### src/verilog/i2cs_pkg.sv
`default_nettype none
package i2cs_pkg;
    // Register byte addresses on the 32-bit bus.
    localparam logic [4:0] OFS_BUS_CTRL_STATUS = 5'h00;
    localparam logic [4:0] OFS_SERIAL_DATA = 5'h04;
    localparam logic [4:0] OFS_OWN_ADDRESS = 5'h08;
    localparam logic [4:0] OFS_SERIAL_MODE_CTRL = 5'h0c;
    localparam logic [4:0] OFS_BUS_TIMEOUT_CTRL = 5'h10;

    // Field positions of bus_ctrl_status_reg.
    localparam int CSR_BYTE_DONE = 7;
    localparam int CSR_ADDR_MATCH = 6;
    localparam int CSR_BUS_BUSY = 5;
    localparam int CSR_XMIT_SEL = 4;
    localparam int CSR_ACK_SEND = 3;
    localparam int CSR_DIR_READ = 2;
    localparam int CSR_ACK_RCVD = 0;

    // Field positions of bus_timeout_control and serial_mode_ctrl_reg.
    localparam int TOC_ENABLE = 7;
    localparam int TOC_FLAG = 6;
    localparam int TOC_SEL_MSB = 5;
    localparam int MODE_ENABLE = 0;

    // Reset values.
    localparam logic [7:0] CSR_RESET = 8'h81;
    localparam logic [7:0] TOC_RESET = 8'h00;
    localparam logic [7:0] DATA_RESET = 8'h00;
    localparam logic [6:0] OWN_ADDR_RESET = 7'h00;
    localparam logic MODE_EN_RESET = 1'b0;

    // Timing: system clock, low-speed clock and the time-out prescale.
    localparam longint CLK_HZ = 200000000;
    localparam longint LSC_HZ = 32768;
    localparam int LSC_DIV_DEFAULT = int'(CLK_HZ / LSC_HZ);
    localparam int TICK_PRESCALE = 32;
    localparam int BYTE_BITS = 8;

    typedef enum logic [3:0] {
        ST_IDLE,
        ST_ADDR,
        ST_ADDR_ACK,
        ST_HOLD,
        ST_RX_BITS,
        ST_RX_ACK,
        ST_TX_BITS,
        ST_TX_ACK,
        ST_WAIT_STOP
    } i2cs_state_t;
endpackage
`default_nettype wire

### src/verilog/i2cs_slave.sv
// Chosen here: the Avalon-MM interface to the registers and the register addresses.
`timescale 1ns/10ps
`default_nettype none
// Operation
// Read direction makes slave transmit on SDA
// Write direction makes slave receive from SDA
// Matching own address gets an acknowledge
// Master sends STOP when unacknowledged
// Software sets transmit select from direction
// Eight-bit bytes, MSB first, after address ack
// Receiver acknowledges low after eight bits
// Receiver drives ack_to_send on ninth clock
// Unacknowledged transmitter releases SDA
// Transmitter uses ack_received to continue
// One data register for both directions
// SCL held until data write or read
// Time-out starts at match, clears on fall
// Elapsed period raises time-out
// STOP halts time-out counting
// Overflow stops counter, clears enable, flags
// Time-out resets control/status, keeps others
// Time-out flag cleared only by software
// Period is field plus one slow ticks
// Enable bit 7, flag 6, period 5:0
// Seven address bits then direction bit
// Busy set by START, cleared by STOP
// Byte-complete low while shifting, high after
// Time-out releases SDA and SCL
module i2cs_slave #(
    parameter int LSC_DIV = i2cs_pkg::LSC_DIV_DEFAULT
) (
    input wire logic clk,
    input wire logic rst,
    // Avalon-MM register slave
    input wire logic [4:0] avs_address,
    input wire logic avs_read,
    input wire logic avs_write,
    input wire logic [31:0] avs_writedata,
    output logic [31:0] avs_readdata,
    output logic avs_waitrequest,
    // Two-wire bus, open drain
    input wire logic scl_in,
    output logic scl_out,
    output logic scl_oe,
    input wire logic sda_in,
    output logic sda_out,
    output logic sda_oe,
    // Shared serial event request
    output logic event_pulse
);
    if (LSC_DIV < 2 || LSC_DIV > 65535)
    begin : g_bad_div
        $error("LSC_DIV must lie in 2..65535");
    end

    typedef struct packed {
        i2cs_pkg::i2cs_state_t st;
        logic byte_complete_flag;
        logic addr_match_flag;
        logic bus_busy_flag;
        logic transmit_select;
        logic ack_to_send;
        logic dir_read_flag;
        logic ack_received;
        logic [7:0] data;
        logic [6:0] own_addr;
        logic mode_en;
        logic to_en;
        logic to_flag;
        logic [5:0] to_sel;
        logic to_run;
        logic [5:0] to_cnt;
        logic [15:0] lsc_cnt;
        logic [4:0] pre_cnt;
        logic [7:0] shift;
        logic [3:0] bit_cnt;
        logic scl_q;
        logic sda_q;
        logic sda_drv;
        logic scl_drv;
        logic wreq;
        logic [31:0] rdata;
        logic evt;
        logic pin_lvl;
    } i2cs_regs_t;

    i2cs_regs_t r_reg;
    i2cs_regs_t r_next;

    logic take_rd;
    logic take_wr;
    logic scl_rise;
    logic scl_fall;
    logic start_ev;
    logic stop_ev;
    logic hold_release;
    logic to_tick;
    logic to_ovf;
    logic [7:0] csr_view;
    logic [7:0] toc_view;

    always_comb
    begin
        take_rd = avs_read && !r_reg.wreq;
        take_wr = avs_write && !r_reg.wreq;
        scl_rise = scl_in && !r_reg.scl_q;
        scl_fall = !scl_in && r_reg.scl_q;
        start_ev = r_reg.scl_q && scl_in && r_reg.sda_q && !sda_in;
        stop_ev = r_reg.scl_q && scl_in && !r_reg.sda_q && sda_in;
        // Only the access matching the current direction frees the clock.
        hold_release = (r_reg.st == i2cs_pkg::ST_HOLD) && (avs_address == i2cs_pkg::OFS_SERIAL_DATA)
            && ((take_wr && r_reg.transmit_select) || (take_rd && !r_reg.transmit_select));
        to_tick = (r_reg.lsc_cnt == 16'(LSC_DIV - 1))
            && (r_reg.pre_cnt == 5'(i2cs_pkg::TICK_PRESCALE - 1));
        to_ovf = r_reg.to_en && r_reg.to_run && to_tick && !scl_fall
            && (r_reg.to_cnt == r_reg.to_sel);
        csr_view = 8'h00;
        csr_view[i2cs_pkg::CSR_BYTE_DONE] = r_reg.byte_complete_flag;
        csr_view[i2cs_pkg::CSR_ADDR_MATCH] = r_reg.addr_match_flag;
        csr_view[i2cs_pkg::CSR_BUS_BUSY] = r_reg.bus_busy_flag;
        csr_view[i2cs_pkg::CSR_XMIT_SEL] = r_reg.transmit_select;
        csr_view[i2cs_pkg::CSR_ACK_SEND] = r_reg.ack_to_send;
        csr_view[i2cs_pkg::CSR_DIR_READ] = r_reg.dir_read_flag;
        csr_view[i2cs_pkg::CSR_ACK_RCVD] = r_reg.ack_received;
        toc_view = {r_reg.to_en, r_reg.to_flag, r_reg.to_sel};
    end

    always_comb
    begin
        r_next = r_reg;
        r_next.evt = 1'b0;
        r_next.scl_q = scl_in;
        r_next.sda_q = sda_in;

        // Bus slave: one wait cycle, then the access is taken.
        if ((avs_read || avs_write) && r_reg.wreq)
        begin
            r_next.wreq = 1'b0;
            case (avs_address)
                i2cs_pkg::OFS_BUS_CTRL_STATUS: r_next.rdata = {24'h000000, csr_view};
                i2cs_pkg::OFS_SERIAL_DATA: r_next.rdata = {24'h000000, r_reg.data};
                i2cs_pkg::OFS_OWN_ADDRESS: r_next.rdata = {25'h0000000, r_reg.own_addr};
                i2cs_pkg::OFS_SERIAL_MODE_CTRL: r_next.rdata = {31'h00000000, r_reg.mode_en};
                i2cs_pkg::OFS_BUS_TIMEOUT_CTRL: r_next.rdata = {24'h000000, toc_view};
                default: r_next.rdata = 32'h00000000;
            endcase
        end
        else
        begin
            r_next.wreq = 1'b1;
        end

        if (take_wr)
        begin
            case (avs_address)
                i2cs_pkg::OFS_BUS_CTRL_STATUS:
                begin
                    r_next.transmit_select = avs_writedata[i2cs_pkg::CSR_XMIT_SEL];
                    r_next.ack_to_send = avs_writedata[i2cs_pkg::CSR_ACK_SEND];
                end
                i2cs_pkg::OFS_SERIAL_DATA: r_next.data = avs_writedata[7:0];
                i2cs_pkg::OFS_OWN_ADDRESS: r_next.own_addr = avs_writedata[6:0];
                i2cs_pkg::OFS_SERIAL_MODE_CTRL: r_next.mode_en = avs_writedata[i2cs_pkg::MODE_ENABLE];
                i2cs_pkg::OFS_BUS_TIMEOUT_CTRL:
                begin
                    r_next.to_en = avs_writedata[i2cs_pkg::TOC_ENABLE];
                    r_next.to_flag = avs_writedata[i2cs_pkg::TOC_FLAG];
                    r_next.to_sel = avs_writedata[i2cs_pkg::TOC_SEL_MSB:0];
                end
                default:
                begin
                    r_next.wreq = 1'b1;
                end
            endcase
        end

        // Time-out base: low-speed clock enable, then divide by 32.
        if (r_reg.lsc_cnt == 16'(LSC_DIV - 1))
        begin
            r_next.lsc_cnt = 16'h0000;
            r_next.pre_cnt = r_reg.pre_cnt + 5'h01;
        end
        else
        begin
            r_next.lsc_cnt = r_reg.lsc_cnt + 16'h0001;
        end
        if (to_tick && r_reg.to_en && r_reg.to_run)
        begin
            r_next.to_cnt = r_reg.to_cnt + 6'h01;
        end
        if (scl_fall)
        begin
            // Restarting the base too keeps the period exact.
            r_next.to_cnt = 6'h00;
            r_next.lsc_cnt = 16'h0000;
            r_next.pre_cnt = 5'h00;
        end

        // Bit engine.
        case (r_reg.st)
            i2cs_pkg::ST_IDLE:
            begin
                r_next.sda_drv = 1'b0;
                r_next.scl_drv = 1'b0;
            end
            i2cs_pkg::ST_ADDR, i2cs_pkg::ST_RX_BITS:
            begin
                if (scl_rise && r_reg.bit_cnt != 4'(i2cs_pkg::BYTE_BITS))
                begin
                    r_next.shift = {r_reg.shift[6:0], sda_in};
                    r_next.bit_cnt = r_reg.bit_cnt + 4'h1;
                end
                if (scl_fall && r_reg.bit_cnt == 4'(i2cs_pkg::BYTE_BITS))
                begin
                    if (r_reg.st == i2cs_pkg::ST_RX_BITS)
                    begin
                        r_next.data = r_reg.shift;
                        r_next.byte_complete_flag = 1'b1;
                        r_next.evt = 1'b1;
                        r_next.sda_drv = !r_reg.ack_to_send;
                        r_next.st = i2cs_pkg::ST_RX_ACK;
                    end
                    else if (r_reg.shift[7:1] == r_reg.own_addr)
                    begin
                        r_next.addr_match_flag = 1'b1;
                        r_next.dir_read_flag = r_reg.shift[0];
                        r_next.evt = 1'b1;
                        r_next.sda_drv = 1'b1;
                        r_next.to_run = 1'b1;
                        r_next.st = i2cs_pkg::ST_ADDR_ACK;
                    end
                    else
                    begin
                        r_next.st = i2cs_pkg::ST_WAIT_STOP;
                    end
                end
            end
            i2cs_pkg::ST_ADDR_ACK, i2cs_pkg::ST_RX_ACK:
            begin
                if (scl_fall)
                begin
                    r_next.sda_drv = 1'b0;
                    r_next.scl_drv = 1'b1;
                    r_next.st = i2cs_pkg::ST_HOLD;
                end
            end
            i2cs_pkg::ST_HOLD:
            begin
                if (hold_release)
                begin
                    r_next.scl_drv = 1'b0;
                    r_next.bit_cnt = 4'h0;
                    r_next.byte_complete_flag = 1'b0;
                    if (r_reg.transmit_select)
                    begin
                        r_next.shift = avs_writedata[7:0];
                        r_next.sda_drv = !avs_writedata[7];
                        r_next.st = i2cs_pkg::ST_TX_BITS;
                    end
                    else
                    begin
                        r_next.st = i2cs_pkg::ST_RX_BITS;
                    end
                end
            end
            i2cs_pkg::ST_TX_BITS:
            begin
                if (scl_fall)
                begin
                    if (r_reg.bit_cnt == 4'(i2cs_pkg::BYTE_BITS - 1))
                    begin
                        r_next.sda_drv = 1'b0;
                        r_next.st = i2cs_pkg::ST_TX_ACK;
                    end
                    else
                    begin
                        r_next.shift = {r_reg.shift[6:0], 1'b0};
                        r_next.sda_drv = !r_reg.shift[6];
                        r_next.bit_cnt = r_reg.bit_cnt + 4'h1;
                    end
                end
            end
            i2cs_pkg::ST_TX_ACK:
            begin
                if (scl_rise)
                begin
                    r_next.ack_received = sda_in;
                end
                if (scl_fall)
                begin
                    r_next.byte_complete_flag = 1'b1;
                    r_next.evt = 1'b1;
                    if (r_reg.ack_received)
                    begin
                        // The master will end the frame with STOP.
                        r_next.st = i2cs_pkg::ST_WAIT_STOP;
                    end
                    else
                    begin
                        r_next.scl_drv = 1'b1;
                        r_next.st = i2cs_pkg::ST_HOLD;
                    end
                end
            end
            i2cs_pkg::ST_WAIT_STOP:
            begin
                r_next.sda_drv = 1'b0;
                r_next.scl_drv = 1'b0;
            end
            default:
            begin
                r_next.st = i2cs_pkg::ST_IDLE;
            end
        endcase

        if (stop_ev)
        begin
            r_next.bus_busy_flag = 1'b0;
            r_next.to_run = 1'b0;
            r_next.addr_match_flag = 1'b0;
            r_next.sda_drv = 1'b0;
            r_next.scl_drv = 1'b0;
            r_next.st = i2cs_pkg::ST_IDLE;
        end
        else if (start_ev)
        begin
            // A repeated START with no time-out in the same cycle restarts address reception from any state while mode_en is set, else returns to ST_IDLE.
            r_next.bus_busy_flag = 1'b1;
            r_next.addr_match_flag = 1'b0;
            r_next.to_run = 1'b0;
            r_next.bit_cnt = 4'h0;
            r_next.sda_drv = 1'b0;
            r_next.scl_drv = 1'b0;
            r_next.st = r_reg.mode_en ? i2cs_pkg::ST_ADDR : i2cs_pkg::ST_IDLE;
        end

        if (to_ovf)
        begin
            r_next.to_run = 1'b0;
            r_next.to_en = 1'b0;
            r_next.to_flag = 1'b1;
            r_next.evt = 1'b1;
            r_next.byte_complete_flag = i2cs_pkg::CSR_RESET[i2cs_pkg::CSR_BYTE_DONE];
            r_next.addr_match_flag = i2cs_pkg::CSR_RESET[i2cs_pkg::CSR_ADDR_MATCH];
            r_next.bus_busy_flag = i2cs_pkg::CSR_RESET[i2cs_pkg::CSR_BUS_BUSY];
            r_next.transmit_select = i2cs_pkg::CSR_RESET[i2cs_pkg::CSR_XMIT_SEL];
            r_next.ack_to_send = i2cs_pkg::CSR_RESET[i2cs_pkg::CSR_ACK_SEND];
            r_next.dir_read_flag = i2cs_pkg::CSR_RESET[i2cs_pkg::CSR_DIR_READ];
            r_next.ack_received = i2cs_pkg::CSR_RESET[i2cs_pkg::CSR_ACK_RCVD];
            r_next.sda_drv = 1'b0;
            r_next.scl_drv = 1'b0;
            r_next.st = i2cs_pkg::ST_IDLE;
        end
    end

    always_ff @(posedge clk)
    begin
        if (rst)
        begin
            r_reg <= '0;
            r_reg.st <= i2cs_pkg::ST_IDLE;
            r_reg.byte_complete_flag <= i2cs_pkg::CSR_RESET[i2cs_pkg::CSR_BYTE_DONE];
            r_reg.ack_received <= i2cs_pkg::CSR_RESET[i2cs_pkg::CSR_ACK_RCVD];
            r_reg.data <= i2cs_pkg::DATA_RESET;
            r_reg.own_addr <= i2cs_pkg::OWN_ADDR_RESET;
            r_reg.mode_en <= i2cs_pkg::MODE_EN_RESET;
            r_reg.to_en <= i2cs_pkg::TOC_RESET[i2cs_pkg::TOC_ENABLE];
            r_reg.to_flag <= i2cs_pkg::TOC_RESET[i2cs_pkg::TOC_FLAG];
            r_reg.to_sel <= i2cs_pkg::TOC_RESET[i2cs_pkg::TOC_SEL_MSB:0];
            r_reg.scl_q <= 1'b1;
            r_reg.sda_q <= 1'b1;
            r_reg.wreq <= 1'b1;
        end
        else
        begin
            r_reg <= r_next;
        end
    end

    assign avs_readdata = r_reg.rdata;
    assign avs_waitrequest = r_reg.wreq;
    assign scl_out = r_reg.pin_lvl;
    assign sda_out = r_reg.pin_lvl;
    assign scl_oe = r_reg.scl_drv;
    assign sda_oe = r_reg.sda_drv;
    assign event_pulse = r_reg.evt;

    logic addr_hit;
    logic rx_byte_end;
    logic toc_wr;
    assign addr_hit = (r_reg.st == i2cs_pkg::ST_ADDR) && scl_fall && !start_ev && !stop_ev
        && !to_ovf && r_reg.bit_cnt == 4'(i2cs_pkg::BYTE_BITS)
        && r_reg.shift[7:1] == r_reg.own_addr;
    assign rx_byte_end = (r_reg.st == i2cs_pkg::ST_RX_BITS) && scl_fall && !start_ev
        && !stop_ev && !to_ovf && r_reg.bit_cnt == 4'(i2cs_pkg::BYTE_BITS);
    assign toc_wr = take_wr && avs_address == i2cs_pkg::OFS_BUS_TIMEOUT_CTRL;
endmodule
`default_nettype wire
### config.mk
export PLATFORM = sky130hd
export DESIGN_NAME = i2cs_slave
export DESIGN_NICKNAME = d
export VERILOG_FILES = /design/src/verilog/i2cs_pkg.sv /design/src/verilog/i2cs_slave.sv
export SDC_FILE = /design/constraint.sdc
export NUM_CORES = 1
export LEC_CHECK = 0
export BUFFER_PORTS_ARGS = -buffer_cell sky130_fd_sc_hd__buf_4
export CORE_ASPECT_RATIO = 1.25
export CORE_MARGIN = 1
export CORE_UTILIZATION = 30
export CTS_CLUSTER_DIAMETER = 80
export DETAILED_ROUTE_END_ITERATION = 12
export PLACE_DENSITY = 0.58
export SLEW_MARGIN = 5
export SYNTH_ARGS = -nofsm -noshare
export SYNTH_HDL_FRONTEND = slang
export SYNTH_SLANG_ARGS = --single-unit
### constraint.sdc
create_clock -name clk -period 3.65 [get_ports clk]
set_clock_uncertainty 0.2 [all_clocks]
set_input_delay 0.1825 -clock clk [delete_from_list [all_inputs] [get_ports clk]]
set_output_delay 0.1825 -clock clk [all_outputs]
set_load 0.005 [all_outputs]
==> parameters.txt <==
Parameter                              Value

Floorplanning
  IO Count ... 81
  Core area ... 15,700 sq um
  Horiz. Die Dim ... 115.8 microns
  Die Footprint ... 16,690 sq um
  Starting Density ... 30.91%
  Die H ... 144.2 microns
  Row cnt ... 51

Finish
  Share of cells above drive strength 1 ... 11.90%
  Diode count ... 0
  Most frequent cells in the layout ... sky130_fd_sc_hd__dfxtp_1, sky130_fd_sc_hd__nor2_1, sky130_fd_sc_hd__nand2_1
  Max FFs per register ... 70
  Cell Count, Final, Fillers Out ... 817
  Final std cell area, no fill ... 5542 sq um
  Area grow syn2layout ... 14.21%
  Number of nets in the layout ... 650
  Most common cell after layout, fill and taps aside ... sky130_fd_sc_hd__dfxtp_1

Setup path
  Required time reported for the critical path endpoint ... 3.70 ns
  Worst setup SP type ... register
  Kind of cell with the highest combined delay on the critical path ... compound AO/OA/AOI/OAI gates
  Critical path data arrival time ... 2.87 ns
  Class of the most critical setup path ... register to register
  Reg2reg setup slack ... 0.83 ns
  Largest stage delay on the critical path ... 0.80 ns
  Critical path capture point type ... register
  Critical Path Slowest Stage Cell ... sky130_fd_sc_hd__a2111oi_2
  Maximum fanout count along the critical path ... 20
  Worst r2r src ... r_reg[112]$_SDFFE_PP0P_
  Cells along the critical path ... nand4bb_1 -> a41oi_4 -> a2111oi_2 -> a21oi_1 -> a211oi_1
  Number of cell instances on the worst register-to-register path ... 5
  Combined buffer and inverter count along the critical path ... 0
  Worst R2R End ... r_reg[44]$_SDFFE_PP0P_

Timing
  Number of hold-slack violations in the final timing report ... 0
  Slew headroom ... 41.72%
  Setup repair after global routing missed its margin ... no
  Actual slew at the worst max-slew pin ... 0.8725 ns
  Final number of max-transition violations ... 0
  Final number of setup-violating endpoints ... 0
  Fmax achieved ... 354.6 MHz
  Share of the cycle needed by the critical path after routing ... 77.25%
  Post-route minimum period ... 2.820 ns
  Setup TNS ... 0 ns

Detailed routing
  Avg WL per Cell ... 15.94 microns
  Total vias in the final route ... 4,260
  DR pass1 iterations ... 5
  Number of violations reported at the end of detailed-routing iteration 0 ... 256
  Routed WL ... 13,030 microns
  Final antenna-violating net count ... 0
  Ratio of routed vias to standard cells ... 5.214
  DRC violations left ... 0

Synthesis
  Share of the synthesized netlist area taken by xor and xnor gates ... 6.137%
  Fraction of synthesized area in multiplexers ... 5.570%
  Count of distinct cell types in the synthesized netlist ... 68
  Yosys top cell area share ... 36.31%
  Top cells by area, synth ... sky130_fd_sc_hd__dfxtp_1, sky130_fd_sc_hd__nor2_1, sky130_fd_sc_hd__buf_4, sky130_fd_sc_hd__xnor2_1, sky130_fd_sc_hd__mux2i_1
  Average cell area after synthesis ... 8.380 sq um
  Post-synth top flop ... sky130_fd_sc_hd__dfxtp_1
  Cell area after technology mapping ... 4852 sq um
  Gate count of the mapped netlist ... 579
  Library cell with the largest summed area after synthesis ... sky130_fd_sc_hd__dfxtp_1
  Adder-cell area share of the yosys netlist ... 1.805%
  FF+latch count, synth ... 88
  Proportion of synthesized chip area in sequential cells ... 36.31%
  Share of synthesized flip-flops with an asynchronous set or reset ... 0%
  Dominant combinational cell family by area after synthesis ... simple AND/OR/NAND/NOR gates
  Synthesized-area fraction occupied by ao, oa, aoi and oai cells ... 18.41%
  Ys Warns ... 0
  EDFF count, synth ... 0
  Simple logic cell fraction of the synthesized area ... 22.95%

Global routing
  Most used routing layer in global routing ... met2
  Overall fraction of global-route tracks in use ... 15.84%
  Global-route wire length before repair ... 20,290 microns
  Overflow left after global routing ... 0
  Met1 capacity usage during global routing ... 20.68%
  Antenna violations before repair ... 0
  Met3 track demand over resource ... 2.640%
  Maximum number of pins on one net before global-route repair ... 47
  Via count of the first global-routing pass ... 3,866
  GR Util met2 ... 26.16%

Clocking
  TritonCTS clock tree ... yes
  CTS buffer count ... 9
  Post-CTS clock slew at the launch and capture registers of the worst setup and hold paths ... 0.07 ns
  Clock H-tree levels ... 3
  Maximum clock insertion buffer count ... 2
  Clock tree root buffer cell ... sky130_fd_sc_hd__clkbuf_16
  Resized Gates After CTS ... 0
  Total clock sinks ... 88
  Clock network latency to the later pin of the worst-skew pair ... 0.35 ns

Min path
  Startpoint of the lowest-slack hold path ... avs_address[2]
  Hold Path End ... r_reg[87]$_SDFFE_PP0P_
  Depth of the worst hold-timing path ... 4
  Worst hold path class ... input port to register

Placement
  # placed instances ... 791
  Half-perimeter wire length after placement ... 9417 microns
  Global placer's final weighted congestion ... 0.8738
  Number of I/O port buffers ... 30
  Instance area at placement ... 5125 sq um

Power
  Peak ir drop on the vdd network ... 0.1914 mV
  Static leakage ... 1.991 nW
  Power per cell area ... 391.7 nW/um^2

Outcome
  Outcome ... complete, no violations

Flow run
  Reported max-cap violation count ... 0
==> per-stage QoR <==
stage | worst slack, ns | power [mW] | hold slack, ns | utilization, %
finish | 0.8303 | 2.170 | 0.03624 | 35.30
global route | 0.5939 | 2.251 | 0.05006 | 35.30
CTS | 0.8653 | 2.189 | 0.01859 | 35.30
detailed placement | 0.8888 | 1.203 | 0.2236 | 32.65
global placement | 0.9365 | 1.201 | 0.2175 | 32.65
floorplan | 1.453 | 1.151 | 0.07922 | -
==> final cells by class <==
type / instances / area (sq um)
Clock buffer: 11 / 252.7
Clock inverter: 5 / 63.81
Fill cell: 1649 / 10160
Inverter: 14 / 52.55
Multi-Input combinational cell: 439 / 2760
Sequential cell: 88 / 1762
Tap cell: 212 / 265.3
Timing Repair Buffer: 48 / 385.4
==> synth_stat cells, drive strengths merged (2+ instances only) <==
cell      n
o21bai    2
o21ai    15
or4       2
a311oi   11
a222oi    5
buf      41
a21oi    30
nand4    13
nand4bb   3
inv      14
a311o     2
xor2     11
xnor2    23
and2      6
clkbuf   22
dfxtp    88
a22oi     8
o22ai     2
a21o      3
nand3    25
nand2    45
and3b     2
o21ba     2
or3       3
a2bb2oi   6
mux2i    18
and4      5
nand2b    7
a31oi     4
nor2     80
a32oi     2
nor4      4
nor2b     6
mux2      8
ha        7
nor4bb    3
or2       2
a211oi    9
o21a      2
o211ai    6
nor3      9
and3      2
==> repair_timing <==
action,4_1_cts,5_1_grt
hold endpoints to repair,27,0
hold buffers,10,0
setup buffers,0,0
==> power breakdown <==
part | internal (mW) | switching [mW]
logic | 0.0823 | 0.121
clock network | 0.573 | 0.405
registers | 0.972 | 0.0169
==> worst max path at each step <==
stage,cells after the start,end,startpoint
after floorplan,7,r_reg[112]$_SDFFE_PP0P_,r_reg[39]$_SDFF_PP0_
after global placement,5,r_reg[45]$_SDFFE_PP0P_,r_reg[112]$_SDFFE_PP0P_
after detailed placement,5,r_reg[44]$_SDFFE_PP0P_,r_reg[112]$_SDFFE_PP0P_
after CTS,5,r_reg[44]$_SDFFE_PP0P_,r_reg[112]$_SDFFE_PP0P_
after global routing,5,r_reg[44]$_SDFFE_PP0P_,r_reg[112]$_SDFFE_PP0P_
final,5,r_reg[44]$_SDFFE_PP0P_,r_reg[112]$_SDFFE_PP0P_
==> worst register-to-register path, stage by stage (launching register included) <==
cell	delay (ns)
sky130_fd_sc_hd__dfxtp_1	0.72
sky130_fd_sc_hd__nand4bb_1	0.46
sky130_fd_sc_hd__a41oi_4	0.13
sky130_fd_sc_hd__a2111oi_2	0.80
sky130_fd_sc_hd__a21oi_1	0.14
sky130_fd_sc_hd__a211oi_1	0.27
==> layer usage <==
| metal | wire, microns | part of all wire, % |
|---|---|---|
| met4 | 290 | 2.2 |
| met1 | 5803 | 45 |
| met2 | 6372 | 49 |
| met3 | 559 | 4.3 |
| met5 | 0 | 0 |
==> kinds of logic after synthesis <==
family,after synthesis
simple gates,223
compound gates,123
flops,88
buf+inv,77
xor+xnor,34
mux,26
fa+ha+maj,7
other cells,1
Note: power is estimated with default switching activity, not from simulation.
